<file path="config.mk">
export PLATFORM = sky130hd
export DESIGN_NAME = eeprom_program_erase_control
export DESIGN_NICKNAME = d
export VERILOG_FILES = /design/src/core/eeprom_pe_pkg.sv /design/src/core/eeprom_program_erase_control.sv
export SDC_FILE = /design/constraint.sdc
export NUM_CORES = 1
export LEC_CHECK = 0
export ABC_AREA = 0
export CAP_MARGIN = 20
export CORE_ASPECT_RATIO = 1.1
export CORE_UTILIZATION = 23
export CTS_CLUSTER_SIZE = 16
export DETAILED_ROUTE_END_ITERATION = 8
export DONT_BUFFER_PORTS = 1
export PLACE_DENSITY = 0.34
export SETUP_SLACK_MARGIN = 0.02
export SYNTH_ARGS = -nofsm -noshare
export SYNTH_HDL_FRONTEND = slang
export SYNTH_SLANG_ARGS = --single-unit
</file>
<file path="constraint.sdc">
create_clock -name sys_clk_i -period 3.9 [get_ports sys_clk_i]
set_input_delay 0.195 -clock sys_clk_i [delete_from_list [all_inputs] [get_ports sys_clk_i]]
set_output_delay 0.195 -clock sys_clk_i [all_outputs]
set_load 0.05 [all_outputs]
</file>
<file path="src/core/eeprom_pe_pkg.sv">
// Constants for the array program/erase controller.
// Assumes a 16-bit CPU address bus and 8-bit data bus.
package eeprom_pe_pkg;
   // Register port addresses
   localparam logic [15:0] CTL_ADDR = 16'h0040;
   localparam logic [15:0] NV_ADDR = 16'h0041;
   localparam logic [15:0] SHADOW_ADDR = 16'h0042;
   // Array map
   localparam logic [15:0] ARRAY_FIRST = 16'h0800;
   localparam logic [15:0] ARRAY_LAST = 16'h09FF;
   localparam logic [15:0] SECURE_FIRST = 16'h08F0;
   localparam logic [15:0] SECURE_LAST = 16'h08FF;
   localparam int BLOCK_SHIFT = 7;
   localparam int NUM_BLOCKS = 4;
   // Control register fields
   localparam int CTL_PUMP_CLK = 7;
   localparam int CTL_PWR_DOWN = 5;
   localparam int CTL_MODE_HI = 4;
   localparam int CTL_MODE_LO = 3;
   localparam int CTL_LATCH = 2;
   localparam int CTL_PGM = 0;
   // Nonvolatile and shadow fields
   localparam int NV_RSVD = 7;
   localparam int NV_LOCK = 4;
   localparam int NV_BP_LO = 0;
   localparam logic [7:0] SHADOW_RESET = 8'h1F;
   localparam logic [7:0] BYTE_ZERO = 8'h00;
   localparam logic [3:0] BP_NONE = 4'h0;
   typedef enum logic [1:0] {
      MODE_BYTE_PROG = 2'h0,
      MODE_BYTE_ERASE = 2'h1,
      MODE_BLOCK_ERASE = 2'h2,
      MODE_BULK_ERASE = 2'h3
   } pe_mode_t;
endpackage

</file>
<file path="src/core/eeprom_program_erase_control.sv">
// Program/erase control, protection and security lock for the array.
// Assumes the CPU bus port below, the nonvolatile byte presented on
// nv_byte_i by the array, and the pump and cells outside this block.
`timescale 1ns/1ps
//
// Contract
// - Locked: no program/erase of secure bytes
// - Locked: block and bulk erase disabled
// - Locked: nonvolatile register not programmable
// - Locked: plain bytes still byte-erasable, readable
// - Locked: secure writes not latched, qualify nothing
// - Lock permanent, configuration frozen
// - Pump clock select: 1 bus, 0 RC
// - Power-down bit disables array, reset clears
// - Mode field selects program or erase kind
// - Protected block: no program or erase
// - Latch captures bus, held while enable set
// - Enable drives pump only after valid write
// - Clearing both bits clears enable only
// - Reset copies nonvolatile byte into shadow
// - Lock bit reads 0 when armed, sticky
// - Wait mode leaves operation running
// - Stop drops high voltage, resumes after
// - Four 128-byte blocks, one protect each
// - Any protect bit set blocks bulk erase
// - Mode frozen while enable set
// - Protect changes apply on reset or read
module eeprom_program_erase_control
   import eeprom_pe_pkg::*;
#(
   parameter int ADDR_W = 16,
   parameter int DATA_W = 8
) (
   input wire logic sys_clk_i,
   input wire logic reset_n_i,
   input wire logic [ADDR_W-1:0] addr_i,
   input wire logic [DATA_W-1:0] wr_data_i,
   input wire logic wr_i,
   input wire logic rd_i,
   input wire logic [DATA_W-1:0] nv_byte_i,
   input wire logic stop_i,
   output logic [DATA_W-1:0] rd_data_o,
   output logic hv_enable_o,
   output logic pump_clock_select_o,
   output logic array_power_down_o,
   output logic [1:0] op_mode_o,
   output logic [ADDR_W-1:0] op_addr_o,
   output logic [DATA_W-1:0] op_data_o,
   output logic op_target_nv_o,
   output logic lock_active_o
);

   // Elaboration stops on widths the decode cannot serve
   if (ADDR_W != 16 || DATA_W != 8) begin : gen_width_check
      $error("Only a 16-bit address and 8-bit data are served");
   end

   logic pump_clock_select;
   logic array_power_down;
   pe_mode_t mode_sel;
   logic bus_latch;
   logic program_enable;
   logic write_seen;
   logic [ADDR_W-1:0] lat_addr;
   logic [DATA_W-1:0] lat_data;
   logic lat_nv;
   logic [DATA_W-1:0] shadow;
   logic lock_armed;
   logic reload_pending;
   logic [DATA_W-1:0] rd_data;
   logic hv_enable;

   logic in_array;
   logic in_secure;
   logic is_nv;
   logic valid_array_write;
   logic ctl_wr;
   logic nv_rd;
   logic [1:0] blk_idx;
   logic blk_prot;
   logic op_allowed;
   logic next_hv;
   logic [DATA_W-1:0] ctl_value;
   logic [DATA_W-1:0] shadow_value;

   // Address decode
   always_comb begin
      in_array = 1'b0;
      in_secure = 1'b0;
      is_nv = 1'b0;
      if (addr_i >= ARRAY_FIRST && addr_i <= ARRAY_LAST) begin
         in_array = 1'b1;
         if (addr_i >= SECURE_FIRST && addr_i <= SECURE_LAST) begin
            in_secure = 1'b1;
         end
      end else if (addr_i == NV_ADDR) begin
         is_nv = 1'b1;
      end
   end

   // Latch stops following the bus once high voltage may be on
   assign valid_array_write = wr_i && bus_latch && !program_enable &&
      ((in_array && !(lock_armed && in_secure)) ||
       (is_nv && !lock_armed));

   // Control writes wait for a valid array write once latched
   assign ctl_wr = wr_i && addr_i == CTL_ADDR &&
      !(bus_latch && !write_seen);
   assign nv_rd = rd_i && is_nv;

   // Block from latched offset
   assign blk_idx = lat_addr[BLOCK_SHIFT+1:BLOCK_SHIFT];
   assign blk_prot = shadow[NV_BP_LO + 32'(blk_idx)];

   always_comb begin
      op_allowed = 1'b0;
      case (mode_sel)
         MODE_BYTE_PROG,
         MODE_BYTE_ERASE: begin
            if (lat_nv) begin
               op_allowed = !lock_armed;
            end else begin
               op_allowed = !blk_prot;
            end
         end
         MODE_BLOCK_ERASE: begin
            op_allowed = !lock_armed && !lat_nv && !blk_prot;
         end
         MODE_BULK_ERASE: begin
            op_allowed = !lock_armed && !lat_nv &&
               shadow[NV_BP_LO+NUM_BLOCKS-1:NV_BP_LO] == BP_NONE;
         end
         default: begin
            op_allowed = 1'b0;
         end
      endcase
   end

   // No wait input: an operation simply runs on through wait
   assign next_hv = program_enable && write_seen && op_allowed &&
      !stop_i;

   // Clock and power bits
   always_ff @(posedge sys_clk_i or negedge reset_n_i) begin
      if (!reset_n_i) begin
         pump_clock_select <= 1'b0;
         array_power_down <= 1'b0;
      end else if (ctl_wr) begin
         pump_clock_select <= wr_data_i[CTL_PUMP_CLK];
         array_power_down <= wr_data_i[CTL_PWR_DOWN];
      end
   end

   // Mode field
   always_ff @(posedge sys_clk_i or negedge reset_n_i) begin
      if (!reset_n_i) begin
         mode_sel <= MODE_BYTE_PROG;
      end else if (ctl_wr && !program_enable) begin
         mode_sel <= pe_mode_t'(wr_data_i[CTL_MODE_HI:CTL_MODE_LO]);
      end
   end

   // Latch and program enable
   always_ff @(posedge sys_clk_i or negedge reset_n_i) begin
      if (!reset_n_i) begin
         bus_latch <= 1'b0;
         program_enable <= 1'b0;
      end else if (ctl_wr) begin
         // Latch stays while enable was set, letting the voltage fall
         bus_latch <= wr_data_i[CTL_LATCH] || program_enable;
         program_enable <= wr_data_i[CTL_PGM] &&
            bus_latch && write_seen;
      end
   end

   // Captured address and data
   always_ff @(posedge sys_clk_i or negedge reset_n_i) begin
      if (!reset_n_i) begin
         write_seen <= 1'b0;
         lat_addr <= '0;
         lat_data <= BYTE_ZERO;
         lat_nv <= 1'b0;
      end else if (valid_array_write) begin
         write_seen <= 1'b1;
         lat_addr <= addr_i;
         lat_data <= wr_data_i;
         lat_nv <= is_nv;
      end else if (!bus_latch) begin
         write_seen <= 1'b0;
      end
   end

   // Shadow loads after reset release and on each read of the byte
   always_ff @(posedge sys_clk_i or negedge reset_n_i) begin
      if (!reset_n_i) begin
         reload_pending <= 1'b1;
         shadow <= SHADOW_RESET;
      end else if (reload_pending || nv_rd) begin
         reload_pending <= 1'b0;
         shadow <= nv_byte_i;
      end else if (wr_i && addr_i == SHADOW_ADDR && !lock_armed) begin
         // Frozen once the lock is armed
         shadow <= wr_data_i;
      end
   end

   // Lock only ever arms; cleared nv bit cannot be erased again
   always_ff @(posedge sys_clk_i or negedge reset_n_i) begin
      if (!reset_n_i) begin
         lock_armed <= 1'b0;
      end else if ((reload_pending || nv_rd) && !nv_byte_i[NV_LOCK]) begin
         lock_armed <= 1'b1;
      end
   end

   always_comb begin
      ctl_value = BYTE_ZERO;
      ctl_value[CTL_PUMP_CLK] = pump_clock_select;
      ctl_value[CTL_PWR_DOWN] = array_power_down;
      ctl_value[CTL_MODE_HI:CTL_MODE_LO] = mode_sel;
      ctl_value[CTL_LATCH] = bus_latch;
      ctl_value[CTL_PGM] = program_enable;
      shadow_value = shadow;
      // Reflects the real lock, so a shadow write cannot fake it
      shadow_value[NV_LOCK] = !lock_armed;
   end

   // Read port, data in the following cycle only
   always_ff @(posedge sys_clk_i or negedge reset_n_i) begin
      if (!reset_n_i) begin
         rd_data <= BYTE_ZERO;
      end else if (rd_i) begin
         if (addr_i == CTL_ADDR) begin
            rd_data <= ctl_value;
         end else if (addr_i == NV_ADDR) begin
            rd_data <= nv_byte_i;
         end else if (addr_i == SHADOW_ADDR) begin
            rd_data <= shadow_value;
         end else begin
            rd_data <= BYTE_ZERO;
         end
      end else begin
         rd_data <= BYTE_ZERO;
      end
   end

   // High voltage, one cycle behind the enable
   always_ff @(posedge sys_clk_i or negedge reset_n_i) begin
      if (!reset_n_i) begin
         hv_enable <= 1'b0;
      end else begin
         hv_enable <= next_hv;
      end
   end

   assign rd_data_o = rd_data;
   assign hv_enable_o = hv_enable;
   assign pump_clock_select_o = pump_clock_select;
   assign array_power_down_o = array_power_down;
   assign op_mode_o = mode_sel;
   assign op_addr_o = lat_addr;
   assign op_data_o = lat_data;
   assign op_target_nv_o = lat_nv;
   assign lock_active_o = lock_armed;

   secure_refuse_a: assert property (
      @(posedge sys_clk_i) disable iff (!reset_n_i)
      wr_i && bus_latch && in_secure && lock_armed
      |=> $stable(lat_addr) && $stable(write_seen))
      else $error("secure write was latched");

   block_bulk_off_a: assert property (
      @(posedge sys_clk_i) disable iff (!reset_n_i)
      lock_armed && mode_sel[1] |=> !hv_enable)
      else $error("block or bulk erase ran while locked");

   nv_locked_a: assert property (
      @(posedge sys_clk_i) disable iff (!reset_n_i)
      lock_armed && lat_nv |=> !hv_enable)
      else $error("nonvolatile byte altered while locked");

   plain_byte_open_a: assert property (
      @(posedge sys_clk_i) disable iff (!reset_n_i)
      wr_i && bus_latch && !program_enable && lock_armed &&
      in_array && !in_secure
      |=> write_seen && lat_addr == $past(addr_i))
      else $error("plain byte not latched while locked");

   pump_select_a: assert property (
      @(posedge sys_clk_i) disable iff (!reset_n_i)
      ctl_wr |=> pump_clock_select_o == $past(wr_data_i[CTL_PUMP_CLK]))
      else $error("pump clock select not written");

   protect_block_a: assert property (
      @(posedge sys_clk_i) disable iff (!reset_n_i)
      blk_prot && !lat_nv |=> !hv_enable)
      else $error("protected block received high voltage");

   latch_hold_a: assert property (
      @(posedge sys_clk_i) disable iff (!reset_n_i)
      program_enable |=> bus_latch)
      else $error("latch cleared while enable set");

   pgm_qualify_a: assert property (
      @(posedge sys_clk_i) disable iff (!reset_n_i)
      $rose(program_enable) |-> $past(bus_latch && write_seen))
      else $error("enable set without a valid write");

   both_clear_a: assert property (
      @(posedge sys_clk_i) disable iff (!reset_n_i)
      ctl_wr && program_enable && !wr_data_i[CTL_LATCH] &&
      !wr_data_i[CTL_PGM]
      |=> !program_enable && bus_latch)
      else $error("double clear did not leave latch set");

   stop_drop_a: assert property (
      @(posedge sys_clk_i) disable iff (!reset_n_i)
      stop_i |=> !hv_enable)
      else $error("high voltage on during stop");

   stop_resume_a: assert property (
      @(posedge sys_clk_i) disable iff (!reset_n_i)
      $fell(stop_i) && program_enable && write_seen && op_allowed
      |=> hv_enable)
      else $error("high voltage did not resume after stop");

   lock_sticky_a: assert property (
      @(posedge sys_clk_i) disable iff (!reset_n_i)
      lock_armed |=> lock_armed && !shadow_value[NV_LOCK])
      else $error("lock bit returned to one");

   bulk_protect_a: assert property (
      @(posedge sys_clk_i) disable iff (!reset_n_i)
      mode_sel == MODE_BULK_ERASE && shadow[NV_BP_LO+NUM_BLOCKS-1:NV_BP_LO]
      != BP_NONE |=> !hv_enable)
      else $error("bulk erase with a block protected");

   mode_freeze_a: assert property (
      @(posedge sys_clk_i) disable iff (!reset_n_i)
      program_enable |=> $stable(mode_sel))
      else $error("mode changed while enable set");

   reload_a: assert property (
      @(posedge sys_clk_i) disable iff (!reset_n_i)
      nv_rd |=> shadow == $past(nv_byte_i))
      else $error("shadow not reloaded on read");

   power_down_a: assert property (
      @(posedge sys_clk_i) disable iff (!reset_n_i)
      ctl_wr |=> array_power_down_o == $past(wr_data_i[CTL_PWR_DOWN]))
      else $error("power-down bit not written");

   latch_capture_a: assert property (
      @(posedge sys_clk_i) disable iff (!reset_n_i)
      valid_array_write |=> op_addr_o == $past(addr_i) &&
      op_data_o == $past(wr_data_i))
      else $error("valid write not captured");

   byte_prog_c: cover property (
      @(posedge sys_clk_i) disable iff (!reset_n_i)
      hv_enable && mode_sel == MODE_BYTE_PROG);

   bulk_erase_c: cover property (
      @(posedge sys_clk_i) disable iff (!reset_n_i)
      hv_enable && mode_sel == MODE_BULK_ERASE);

   stop_break_c: cover property (
      @(posedge sys_clk_i) disable iff (!reset_n_i)
      program_enable && stop_i ##1 program_enable && !stop_i);

   lock_erase_c: cover property (
      @(posedge sys_clk_i) disable iff (!reset_n_i)
      lock_armed && hv_enable && mode_sel == MODE_BYTE_ERASE);

endmodule

</file>
# Word level (Yosys, flattened, before mapping)
# Index checks and enable logic that the tools add are counted.
[classes]
n_reduce_logical = 40
n_mux = 17
eq_ne = 7
magnitude_cmp = 5
[op_table]
columns = ["cell", "n"]
rows = [
  ["$eq 16x7->1 const B", 3],
  ["$mux 8", 6],
  ["$ge 16x12->1 const B", 2],
  ["$le 16x12->1 const B", 2],
  ["$logic_and 1x1->1", 24],
  ["$logic_not 1->1", 9],
  ["$mux 1", 9],
  ["$eq 2x2->1 const B", 2],
  ["$logic_not 4->1", 1],
  ["$lt 2x4->1 const B", 1],
  ["$logic_or 1x1->1", 3],
  ["$pmux 1 s3", 1],
  ["$bmux 1 s2", 1],
  ["$eq 2x1->1 const B", 1],
  ["$logic_not 2->1", 1],
  ["$ne 2x1->1 const B", 1],
  ["$reduce_bool 2->1", 1],
  ["$reduce_or 2->1", 1],
]
[totals]
wordCells = 83
reg_bits = 51
output_inout_bits = 39
input_bits = 37

# Logic depth before layout (Yosys ltp)
# Gate-level depths: netlist of the first run.
[logic_depth]
depth_word = 10
mapped_depth = 8
depth_no_buf = 5

# Worst setup path after synthesis of the first run
# No wires, ideal clock.
[synth_path]
path_type = "register to register"
start = "register lock_armed (netlist: lock_active_o)"
end = "register lat_addr[0] (netlist: op_addr_o[0])"
stages_incl_launch_ff = 7
arrival_ps = 1844
setup_slack_ps = 1931
synth_period_minus_slack_ps = 1969
t_required_ps = 3775
path_cell_list = "dfrtp_1 -> and4b_1 -> nand3_1 -> nor3b_4 -> a21oi_4 -> buf_12 -> mux2_4"
[synth_between]
elab_chain_cells = 5
word_cells_on_any_way = 7
classes_between = "reduce/logical: 7"
[synth_lines]
columns = ["element", "line", "rtl"]
rows = [
  ["start, declared", "eeprom_program_erase_control.sv:68", "logic lock_armed;"],
  ["start signal, assigned", "eeprom_program_erase_control.sv:210", "lock_armed <= 1'b0;"],
  ["start signal, assigned", "eeprom_program_erase_control.sv:212", "lock_armed <= 1'b1;"],
  ["$logic_and 1x1->1", "eeprom_program_erase_control.sv:103", "((in_array && !(lock_armed && in_secure)) ||"],
  ["$logic_not 1->1", "eeprom_program_erase_control.sv:103", ""],
  ["$logic_and 1x1->1", "eeprom_program_erase_control.sv:103", ""],
  ["$logic_or 1x1->1 (*)", "eeprom_program_erase_control.sv:103", ""],
  ["$logic_and 1x1->1 (*)", "eeprom_program_erase_control.sv:102", "assign valid_array_write = wr_i && bus_latch && !program_enable &&"],
  ["end signal, assigned", "eeprom_program_erase_control.sv:185", "lat_addr <= addr_i;"],
  ["end, declared", "eeprom_program_erase_control.sv:64", "logic [ADDR_W-1:0] lat_addr;"],
]
# Mark *: on every way between the ends. The rest lies on a longest branch, timed or not.
# A chain may end at the register's enable or synchronous reset.

# Worst setup path after layout of the first run
[layout_path]
start = "register lock_armed (netlist: lock_active_o)"
end = "register lat_data[1] (netlist: op_data_o[1])"
[layout_between]
elab_chain_cells = 5
word_cells_on_any_way = 7
classes_between = "reduce/logical: 7"
[layout_lines]
columns = ["element", "line", "rtl"]
rows = [
  ["$logic_and 1x1->1", "eeprom_program_erase_control.sv:103", ""],
  ["$logic_not 1->1", "eeprom_program_erase_control.sv:103", ""],
  ["$logic_and 1x1->1", "eeprom_program_erase_control.sv:103", ""],
  ["$logic_or 1x1->1 (*)", "eeprom_program_erase_control.sv:103", ""],
  ["$logic_and 1x1->1 (*)", "eeprom_program_erase_control.sv:102", ""],
  ["end signal, assigned", "eeprom_program_erase_control.sv:186", "lat_data <= wr_data_i;"],
  ["end, declared", "eeprom_program_erase_control.sv:65", "logic [DATA_W-1:0] lat_data;"],
]
# Marks and branches as above.

==> summary.md, run 1 <==
| Metric | Value |
|---|---|
| Status | `finished, final reports clean` |
| Post-synth EDFFs | `0` |
| Max cap viols | `0` |
| Worst clock skew | `around 0.0092 ns` |
| Synth unique cells | `43` |
| Buffers on Ports | `0` |
| Die H | `around 110 microns` |
| CP peak stage delay | `0.77 ns` |
| I/O pin total | `76` |
| Die area | `approximately 0.010 sq mm` |
| Synth Net Count | `between 200 and 250` |
| Wire per inst | `between 15 and 20 microns` |
| Core box area | `~0.01 sq mm` |
| Met2 WL post-DR | `between 2000 and 3000 microns` |
| Final WS setup | `between 1 and 1.5 ns` |
| Unrepaired setup endpoints after global routing | `no` |
| First-pass GRT wire length | `9494 microns` |
| Crit end category | `register` |
| Flops & latches, synth | `50` |
| DR pass1 iterations | `4` |
| Setup slack at placement | `around 1.3 ns` |
| Fillers | `1012` |
| CTS Hold Buffers Added | `7` |
| Worst skew pair latency | `between 0.3 and 0.4 ns` |
| Top area cells in the synthesized netlist | `dfrtp_1 49%, mux2_4 8.4%, dfstp_2 5.7%` |
| WL final | `just over 6000 microns` |
| Vias in the first global route | `1579` |
| Post-cts repair resize count | `0` |
| Largest net degree at the start of global routing | `just over 50` |
| Worst Path Required | `a little over 4 ns` |
| CP Launch Type | `register` |
| DR iter-0 viols | `just over 50` |
| Sum of negative setup slack | `0 ns` |
| NumNets Final | `229` |
| Synth Flop Type | `dfrtp_1` |
| Layout cell share with drive strength beyond 1 | `a little under a quarter` |
| Max Fclk | `about 390 MHz` |
| Starting density of the core | `a little under a quarter` |
| CTS max path bufs | `2` |
| Total number of vias | `roughly 1400` |
| Yosys warns | `0` |
| Initial antenna violation count | `0` |
| CTS tree | `built` |
| CP delay by family, top | `compound AO/OA/AOI/OAI gates` |
| Gpl congestion | `around 0.7` |
| WHS | `a little under 0.01 ns` |
| Final setup vio count | `0` |
| Top sig layer | `met4` |
| Final Hold Viols | `0` |
| GRT Overall Usage | `12.20%` |
| Met3 routed WL | `approximately 470 microns` |
| Crit path time final | `2.582 ns` |
| Sequence of cells on the critical path | `and4b_1, nand3_1, nor3b_4, a21oi_4, mux2_2` |
| Critical path class | `register to register` |
| Most frequent cells in the layout | `45 x dfrtp_1, 17 x nor2_1, 13 x mux2_4` |
| Lkg Pwr | `1.256 nW` |
| Root buf cell | `clkbuf_8` |
| Crit path max fanout | `24` |
| Chip width | `97.58 microns` |
| DP HPWL | `around 4300 microns` |
| Pins Over Slew Limit | `0` |
| Worst Path Buf+Inv | `0` |
| Post-CTS Setup Inserts | `0` |
| Syn Area/Cell | `between 10 and 15 sq um` |
| H-tree levels | `2` |
| Power Density | `between 300 and 400 mW/mm^2` |
| Max VDD drop | `approximately 0.11 mV` |
| Vias per cell | `~4.6` |
| Least-Margin Pin Slew | `1.002 ns` |
| Post-place instance area | `around 0.0024 sq mm` |
| Max-Slew Margin vs Limit | `33.06%` |
| Area Growth Syn to Fin | `14.84%` |
| Commonest non-fill, non-tap cell in the layout | `dfrtp_1` |
| Worst-path cell with the longest stage delay | `a21oi_4` |
| CTS Sinks | `50` |
| Period utilisation layout | `between 60 and 70%` |
| Fraction of registers with async set/reset | `100.0%` |
| Post-Layout Inst Area | `0.002654 sq mm` |
| Leading area contributor after synthesis | `dfrtp_1` |
| TritonCTS buffer count | `5` |
| Cell area after synthesis | `around 0.0023 sq mm` |
| Remaining Overflow, GRT | `0` |
| Row cnt | `38` |
| Reg2reg setup slack | `around 1.3 ns` |
| M1 wire length | `roughly 2600 microns` |
| Cells after Synth | `about 180` |
| Final ANT Viol Nets | `0` |
| Crit path DAT | `roughly 2.8 ns` |
| Share of Yosys cell area claimed by the top area cell type | `48.73%` |
| Seq/Total Area, Yosys | `a little over half` |
| Type of the tightest min-delay check | `primary input to register` |
| DRC | `0` |
| Ant. Diodes | `0` |
| Reg clk slew, reported paths | `approximately 0.10 ns` |
==> area by class of cell <==
type	instances	area, sq um	area share, %
clock buffers	5	68.82	2.593
clock inverters	3	45.04	1.697
inverters	3	11.26	0.4243
multi-input cells	119	975.9	36.78
flip-flops and latches	50	1257	47.38
well taps	120	150.1	5.658
repair buffers	13	145.1	5.469
==> registers in the layout, indices dropped and copies added (netlist names) <==
name and flops:
reload_pending 1, shadow 7, op_target_nv_o 1, rd_data_o 8, program_enable 1, hv_enable_o 1
pump_clock_select_o 1, op_data_o 8, bus_latch 1, lock_active_o 1, array_power_down_o 1, write_seen 1
op_mode_o 2, op_addr_o 16
==> cells in the mapped netlist (all sizes together) (2+ instances only) <==
cell type,n
mux2i,9
o21ai,5
a21oi,11
nor2b,7
inv,3
o211a,5
nand2,5
dfstp,5
o2bb2ai,5
a22oi,2
nor4,2
buf,5
and2,7
nor2,17
nand3,5
nand4,2
dfrtp,45
mux2,21
==> through the flow <==
step                instances  power [mW]  util [%]
finish                    313      0.9621     27.10
global route              313       1.007     27.10
CTS                       308      0.9770     26.58
detailed placement        293      0.5691     24.53
global placement          293      0.5689     24.53
floorplan                 178      0.5643         -
==> worst reg2reg max path: stages (launching register included) <==
cell and delay (ns):
dfrtp_1 0.71, and4b_1 0.29, nand3_1 0.10, nor3b_4 0.18, a21oi_4 0.77, mux2_2 0.43
==> path summary, 6_finish.rpt <==
| check | startpoint | to | cells after the start |
|---|---|---|---|
| hold / removal | rd_i | rd_data_o[2] | 1 |
| setup reg to reg | lock_active_o | op_data_o[1] | 5 |
| min in group asynchronous | reset_n_i | op_mode_o[1] | 2 |
| setup / recovery | lock_active_o | op_data_o[1] | 5 |
| hold reg to reg | shadow[6] | rd_data_o[6] | 2 |
| max in group asynchronous | reset_n_i | reload_pending | 2 |
==> routing by layer <==
layer,vias up,track usage (%)
met3,7,5.476
met4,0,4.097
met2,51,19.83
met5,-,0
li1,666,-
met1,724,14.30
==> power by group <==
group          internal [mW]  switching (mW)
Sequential             0.529         0.00605
Clock                  0.191           0.188
Combinational         0.0234          0.0247
Total                  0.743           0.219
==> cells by family (layout without fill, tap and decap cells) <==
group	count (synthesis)	in the layout	synth area share (%)
DFF	50	50	54.41
buffers and inverters	9	24	3.356
muxes	31	31	17.22
and+or+nand+nor	52	52	13.59
AOI/OAI and AO/OA	35	35	11.26
other	1	1	0.1623
No activity file was read; power rests on OpenSTA's default activity.
==> inputs of run 2 (changes only) <==
ABC_AREA = 1   (was 0)
clock period = 2.4 ns   (was 3.9 ns; I/O delays follow)
==> run 2 against run 1 <==
  * First-iteration DRC count rose by 84%
  * Clock skew fell by 0.0026 ns
  * Highest routed layer unchanged
  * Die area rose by 9.0%
  * Critical path type unchanged
  * Critical path depth fell by 2
  * Total power rose by 86%
==> summary.md, run 2 <==
| Metric | Value |
|---|---|
| Period utilisation layout | `between 70 and 80%` |
| Vias in the first global route | `between 2000 and 2500` |
| Wire per inst | `16.41 microns` |
| Layout Cells excl Fill | `roughly 470` |
| Final setup vio count | `0` |
| Fraction of registers with async set/reset | `100.0%` |
| Type of the tightest min-delay check | `primary input to register` |
| CTS tree | `built` |
| Power Density | `between 500 and 600 mW/mm^2` |
| DP HPWL | `about 5600 microns` |
| Synth Flop Type | `dfrtp_1` |
| Least-Margin Pin Slew | `about 0.68 ns` |
| Synth unique cells | `30` |
| DRC | `0` |
| Max VDD drop | `0.3005 mV` |
| Post-CTS Setup Inserts | `0` |
| Seq/Total Area, Yosys | `between 40% and 50%` |
| GRT Overall Usage | `between 10% and 20%` |
| Leading area contributor after synthesis | `dfrtp_1` |
| Syn Area/Cell | `8.216 sq um` |
| Post-cts repair resize count | `0` |
| Ant. Diodes | `0` |
| First-pass GRT wire length | `between 10000 and 15000 microns` |
| Largest register FFs | `16` |
| Crit path DAT | `approximately 1.9 ns` |
| Commonest non-fill, non-tap cell in the layout | `nand2_1` |
| H-tree levels | `2` |
| Most frequent cells in the layout | `105 x nand2_1, 45 x dfrtp_1, 33 x inv_1` |
| I/O pin total | `76` |
| Final Hold Viols | `0` |
| CP Launch Type | `register` |
| Max Fclk | `about 570 MHz` |
| Gpl congestion | `0.7462` |
| Max-Slew Margin vs Limit | `between 50% and 60%` |
| Post-synth top cells | `105 x nand2_1, 45 x dfrtp_1, 33 x inv_1` |
| Sum of negative setup slack | `0 ns` |
| Remaining Overflow, GRT | `0` |
| Largest net degree at the start of global routing | `a little over 50` |
| Lkg Pwr | `~1.5 nW` |
| Buffers on Ports | `0` |
| Row cnt | `39` |
| Most frequent cell after synthesis | `nand2_1` |
| Reg clk slew, reported paths | `about 0.07 ns` |
| DR pass1 iterations | `4` |
| WL final | `7761 microns` |
| Layout cell share with drive strength beyond 1 | `approximately 10%` |
| NumNets Final | `~370` |
| Starting density of the core | `23.93%` |
| Total number of vias | `approximately 2100` |
| Flops & latches, synth | `50` |
| Cell count after placement | `443` |
| Core box area | `0.01054 sq mm` |
| Area Growth Syn to Fin | `20.14%` |
| Crit end category | `register` |
| Final Core Density | `~29%` |
| Worst skew pair latency | `just under 0.3 ns` |
| Status | `finished, final reports clean` |
| Crit path max fanout | `26` |
| Vias per cell | `~4.4` |
| Crit path time final | `around 1.8 ns` |
| TritonCTS buffer count | `5` |
| Max cap viols | `0` |
| Critical path class | `register to register` |
| Final ANT Viol Nets | `0` |
| DR iter-0 viols | `94` |
| Worst clock skew | `around 0.0067 ns` |
| CTS max path bufs | `2` |
| Tot Pwr | `roughly 1.8 mW` |
| Pins Over Slew Limit | `0` |
| Yosys warns | `0` |
| Cell area after synthesis | `0.002522 sq mm` |
| Top area cells in the synthesized netlist | `dfrtp_1 45%, nand2_1 16%, nand3_1 5.8%` |
| Unrepaired setup endpoints after global routing | `no` |
| Chip width | `101.9 microns` |
| Worst Path Required | `2.56 ns` |
| Cells after Synth | `307` |
| Synth Net Count | `344` |
| Die area | `approximately 0.011 sq mm` |
| Die H | `roughly 110 microns` |
| Initial antenna violation count | `0` |
| Post-synth EDFFs | `0` |
| WHS | `0.001851 ns` |
| Share of Yosys cell area claimed by the top area cell type | `about 45%` |
| Root buf cell | `clkbuf_16` |
| CTS Sinks | `50` |
-- run 2: cell types whose count changed after synthesis, moves of 4 or more --
cell       change
nand2_1      +100
nand2_2        +5
nand3_1       +24
mux2_2         -8
mux2i_1        -8
o2bb2ai_1      -5
a21oi_1        -4
mux2_4        -13
inv_1         +30
o21ai_0       +10
nor2b_1        -7
o211a_1        -5
nand4_1       +19
and2_1         -5
-- run 2: worst paths after layout --
kind | start | end | slack, ns | cells past startpoint
setup / recovery | lock_active_o | write_seen | 0.64 | 3
max in group asynchronous | reset_n_i | shadow[3] | 1.76 | 2
hold / removal | addr_i[8] | op_addr_o[8] | 0.002 | 2
hold reg to reg | shadow[6] | shadow[6] | 0.51 | 2
setup reg to reg | lock_active_o | write_seen | 0.64 | 3
min in group asynchronous | reset_n_i | op_addr_o[6] | 0.35 | 2
-- run 2: cell type report --
cell class,count,area [sq um]
clock buffers,8,166.4
fillers,1175,7510
inverters,34,127.6
multi-input cells,215,1055
flip-flops and latches,50,1257
well taps,143,178.9
repair buffers,23,245.2
-- run 2: metal layers --
metal,vias up,part of all wire (%),track usage [%]
li1,1040,-,-
met1,994,43,17.56
met2,59,48,23.33
met3,5,8.5,5.085
met4,0,1.0,4.571
met5,-,0,0
-- run 2: kinds of logic (layout without fill, tap and decap cells) --
| group | after synthesis | in the layout | synth area share (%) |
|---|---|---|---|
| AO/OA/AOI/OAI | 25 | 25 | 5.407 |
| flip-flops | 50 | 50 | 49.85 |
| buffers and inverters | 42 | 65 | 8.333 |
| multiplexers | 1 | 1 | 0.3968 |
| AND/OR/NAND/NOR | 188 | 188 | 35.86 |
| other | 1 | 1 | 0.1487 |
-- run 2: metrics by stage --
step / setup slack, ns / area, sq um
6_report: 0.6415 / 3030
4_1_cts: 0.5862 / 3030
5_1_grt: 0.4506 / 3030
2_1_floorplan: 1.036 / 2522
3_5_place_dp: 0.6008 / 2626
3_3_place_gp: 0.6471 / 2626
-- run 2: critical path, stage by stage (launching register included) --
cell and delay, ns:
dfrtp_1 0.70, nand2_2 0.39, nand3_4 0.38, o21ai_0 0.15
-- run 2: report_power, final --
part	internal, mW	switching [mW]
registers	0.862	0.0128
logic	0.0502	0.0690
clock network	0.473	0.320
-- run 2: timing repair --
action	4_1_cts	5_1_grt
hold buffers	22	0
endpoints found under the hold margin	81	0
setup endpoints to repair	0	0
==> inputs of run 3 (changes only) <==
clock period = 1.8 ns   (was 2.4 ns; I/O delays follow)
==> run 3 against run 2 <==
  * Total power is 46% higher
  * Sequential power grew 34%
  * Clock-buffer cell count is 2 lower
  * Non-clock buffer count is 15 higher
  * Worst setup slack got worse by 0.30 ns
  * Register-to-register slack worse by 0.30 ns
  * Critical path depth grew 2
  * Fmax increased by 21%
  * Hold slack improved by 0.0080 ns
  * Clock power rose by 60%
==> summary.md, run 3 (same netlist as run 2, synthesis figures left out) <==
| Metric | Value |
|---|---|
| Sum of negative setup slack | `0 ns` |
| DR iter-0 viols | `72` |
| Total number of vias | `2208` |
| Critical path class | `register to register` |
| Largest register FFs | `16` |
| Tot Pwr | `roughly 2.6 mW` |
| Die H | `roughly 110 microns` |
| Pins Over Slew Limit | `0` |
| Power Density | `817.4 mW/mm^2` |
| CP dominant cell by count | `nand2_1` |
| Status | `finished, final reports clean` |
| CP peak stage delay | `around 0.45 ns` |
| NumNets Final | `381` |
| DR pass1 iterations | `4` |
| Crit end category | `register` |
| Unrepaired setup endpoints after global routing | `no` |
| Layout Cells excl Fill | `488` |
| Final Hold Viols | `0` |
| Max-Slew Margin vs Limit | `roughly 64%` |
| CTS tree | `built` |
| H-tree levels | `2` |
| Starting density of the core | `23.93%` |
| Area Growth Syn to Fin | `26.59%` |
| Gpl congestion | `between 0.6 and 0.7` |
| CP delay by family, top | `simple AND/OR/NAND/NOR gates` |
| First-pass GRT wire length | `about 13000 microns` |
| Wire per inst | `around 17 microns` |
| Most frequent cells in the layout | `105 x nand2_1, 45 x dfrtp_1, 33 x inv_1` |
| Largest net degree at the start of global routing | `51` |
| Vias per cell | `around 4.5` |
| CTS Sinks | `50` |
| Fillers | `between 1000 and 1500` |
| Commonest non-fill, non-tap cell in the layout | `nand2_1` |
| Crit path time final | `approximately 1.5 ns` |
| I/O pin total | `76` |
| Crit path DAT | `1.64 ns` |
| GRT Overall Usage | `~15%` |
| Ant. Diodes | `0` |
| Max VDD drop | `between 0.3 and 0.4 mV` |
| Post-CTS Setup Inserts | `0` |
| Root buf cell | `clkbuf_16` |
| Worst Path Required | `1.98 ns` |
| Cell count after placement | `~450` |
| TritonCTS buffer count | `5` |
| Type of the tightest min-delay check | `primary input to register` |
| Reg clk slew, reported paths | `~0.07 ns` |
| Least-Margin Pin Slew | `around 0.54 ns` |
| Chip width | `about 100 microns` |
| Remaining Overflow, GRT | `0` |
| Vias in the first global route | `around 2200` |
| Post-place instance area | `about 0.0027 sq mm` |
| Layout cell share with drive strength beyond 1 | `around an eighth` |
| Crit path max fanout | `26` |
| WL final | `roughly 8100 microns` |
| Worst clock skew | `0.008269 ns` |
| Final setup vio count | `0` |
| DP HPWL | `roughly 5600 microns` |
| Row cnt | `39` |
| Post-Layout Inst Area | `approximately 0.0032 sq mm` |
| Core box area | `0.01054 sq mm` |
| Max Fclk | `between 600 and 700 MHz` |
| DRC | `0` |
| CTS max path bufs | `2` |
| Worst-path cell with the longest stage delay | `dfrtp_1` |
| Final ANT Viol Nets | `0` |
| Max cap viols | `0` |
| Worst skew pair latency | `0.30 ns` |
| Sequence of cells on the critical path | `inv_1, nor3_2, nand3_4, nand2_1, nand2_1` |
| Initial antenna violation count | `0` |
| CP Launch Type | `register` |
| Die area | `0.01139 sq mm` |
| Period utilisation layout | `about four fifths` |
| Buffers on Ports | `0` |
| Worst Path Buf+Inv | `1` |
| Lkg Pwr | `roughly 1.6 nW` |
| Final Core Density | `a little under a third` |
==> run 3: final timing paths <==
| kind | start | end | slack, ns | cells after the start |
|---|---|---|---|---|
| setup / recovery | bus_latch | op_data_o[6] | 0.34 | 5 |
| hold / removal | wr_data_i[1] | shadow[1] | 0.01 | 4 |
| setup reg to reg | bus_latch | op_data_o[6] | 0.34 | 5 |
| hold reg to reg | shadow[1] | shadow[1] | 0.50 | 2 |
| max in group asynchronous | reset_n_i | shadow[3] | 1.17 | 2 |
| min in group asynchronous | reset_n_i | op_addr_o[11] | 0.35 | 2 |
==> run 3: repair_timing <==
action | in CTS | in global routing
setup endpoints to repair | 0 | 0
hold buffers | 29 | 0
resized for setup | 0 | 0
hold endpoints to repair | 90 | 0
==> run 3: routing by layer <==
metal  vias to the layer above  global-route usage [%]  wire length, microns
met5                         -                       0                     0
met4                         0                   5.714                   173
met3                        10                   4.645                   656
met2                        76                   23.60                  3732
met1                      1056                   19.80                  3529
li1                       1066                       -                     -
==> run 3: through the flow <==
| step | hold WS (ns) | setup WS (ns) |
|---|---|---|
| floorplan | -0.2056 | 0.4363 |
| global placement | -0.2042 | 0.3308 |
| detailed placement | -0.2042 | 0.3309 |
| CTS | 0.01047 | 0.3109 |
| global route | 0.02562 | 0.2285 |
| finish | 0.009876 | 0.3420 |
==> run 3: layout make-up <==
cell class              count  area [sq um]  share of cell area [%]
flip-flops and latches     50          1257                   39.38
multi-input cells         215          1055                   33.03
repair buffers             38         375.4                   11.76
well taps                 143         178.9                   5.603
clock buffers               6         138.9                   4.350
inverters                  34         127.6                   3.997
clock inverters             2         60.06                   1.881
==> run 3: tightest hold or removal path: cells and delay by family <==
| family | cells | cell delay [ns] |
|---|---|---|
| simple gates | 4 | 0.22 |
==> run 3: power by group <==
part           total, mW  switching, mW  internal (mW)  leakage (nW)
sequential          1.17         0.0166           1.15         0.671
clock               1.27          0.432          0.835        0.0971
combinational      0.177         0.0992         0.0775         0.854
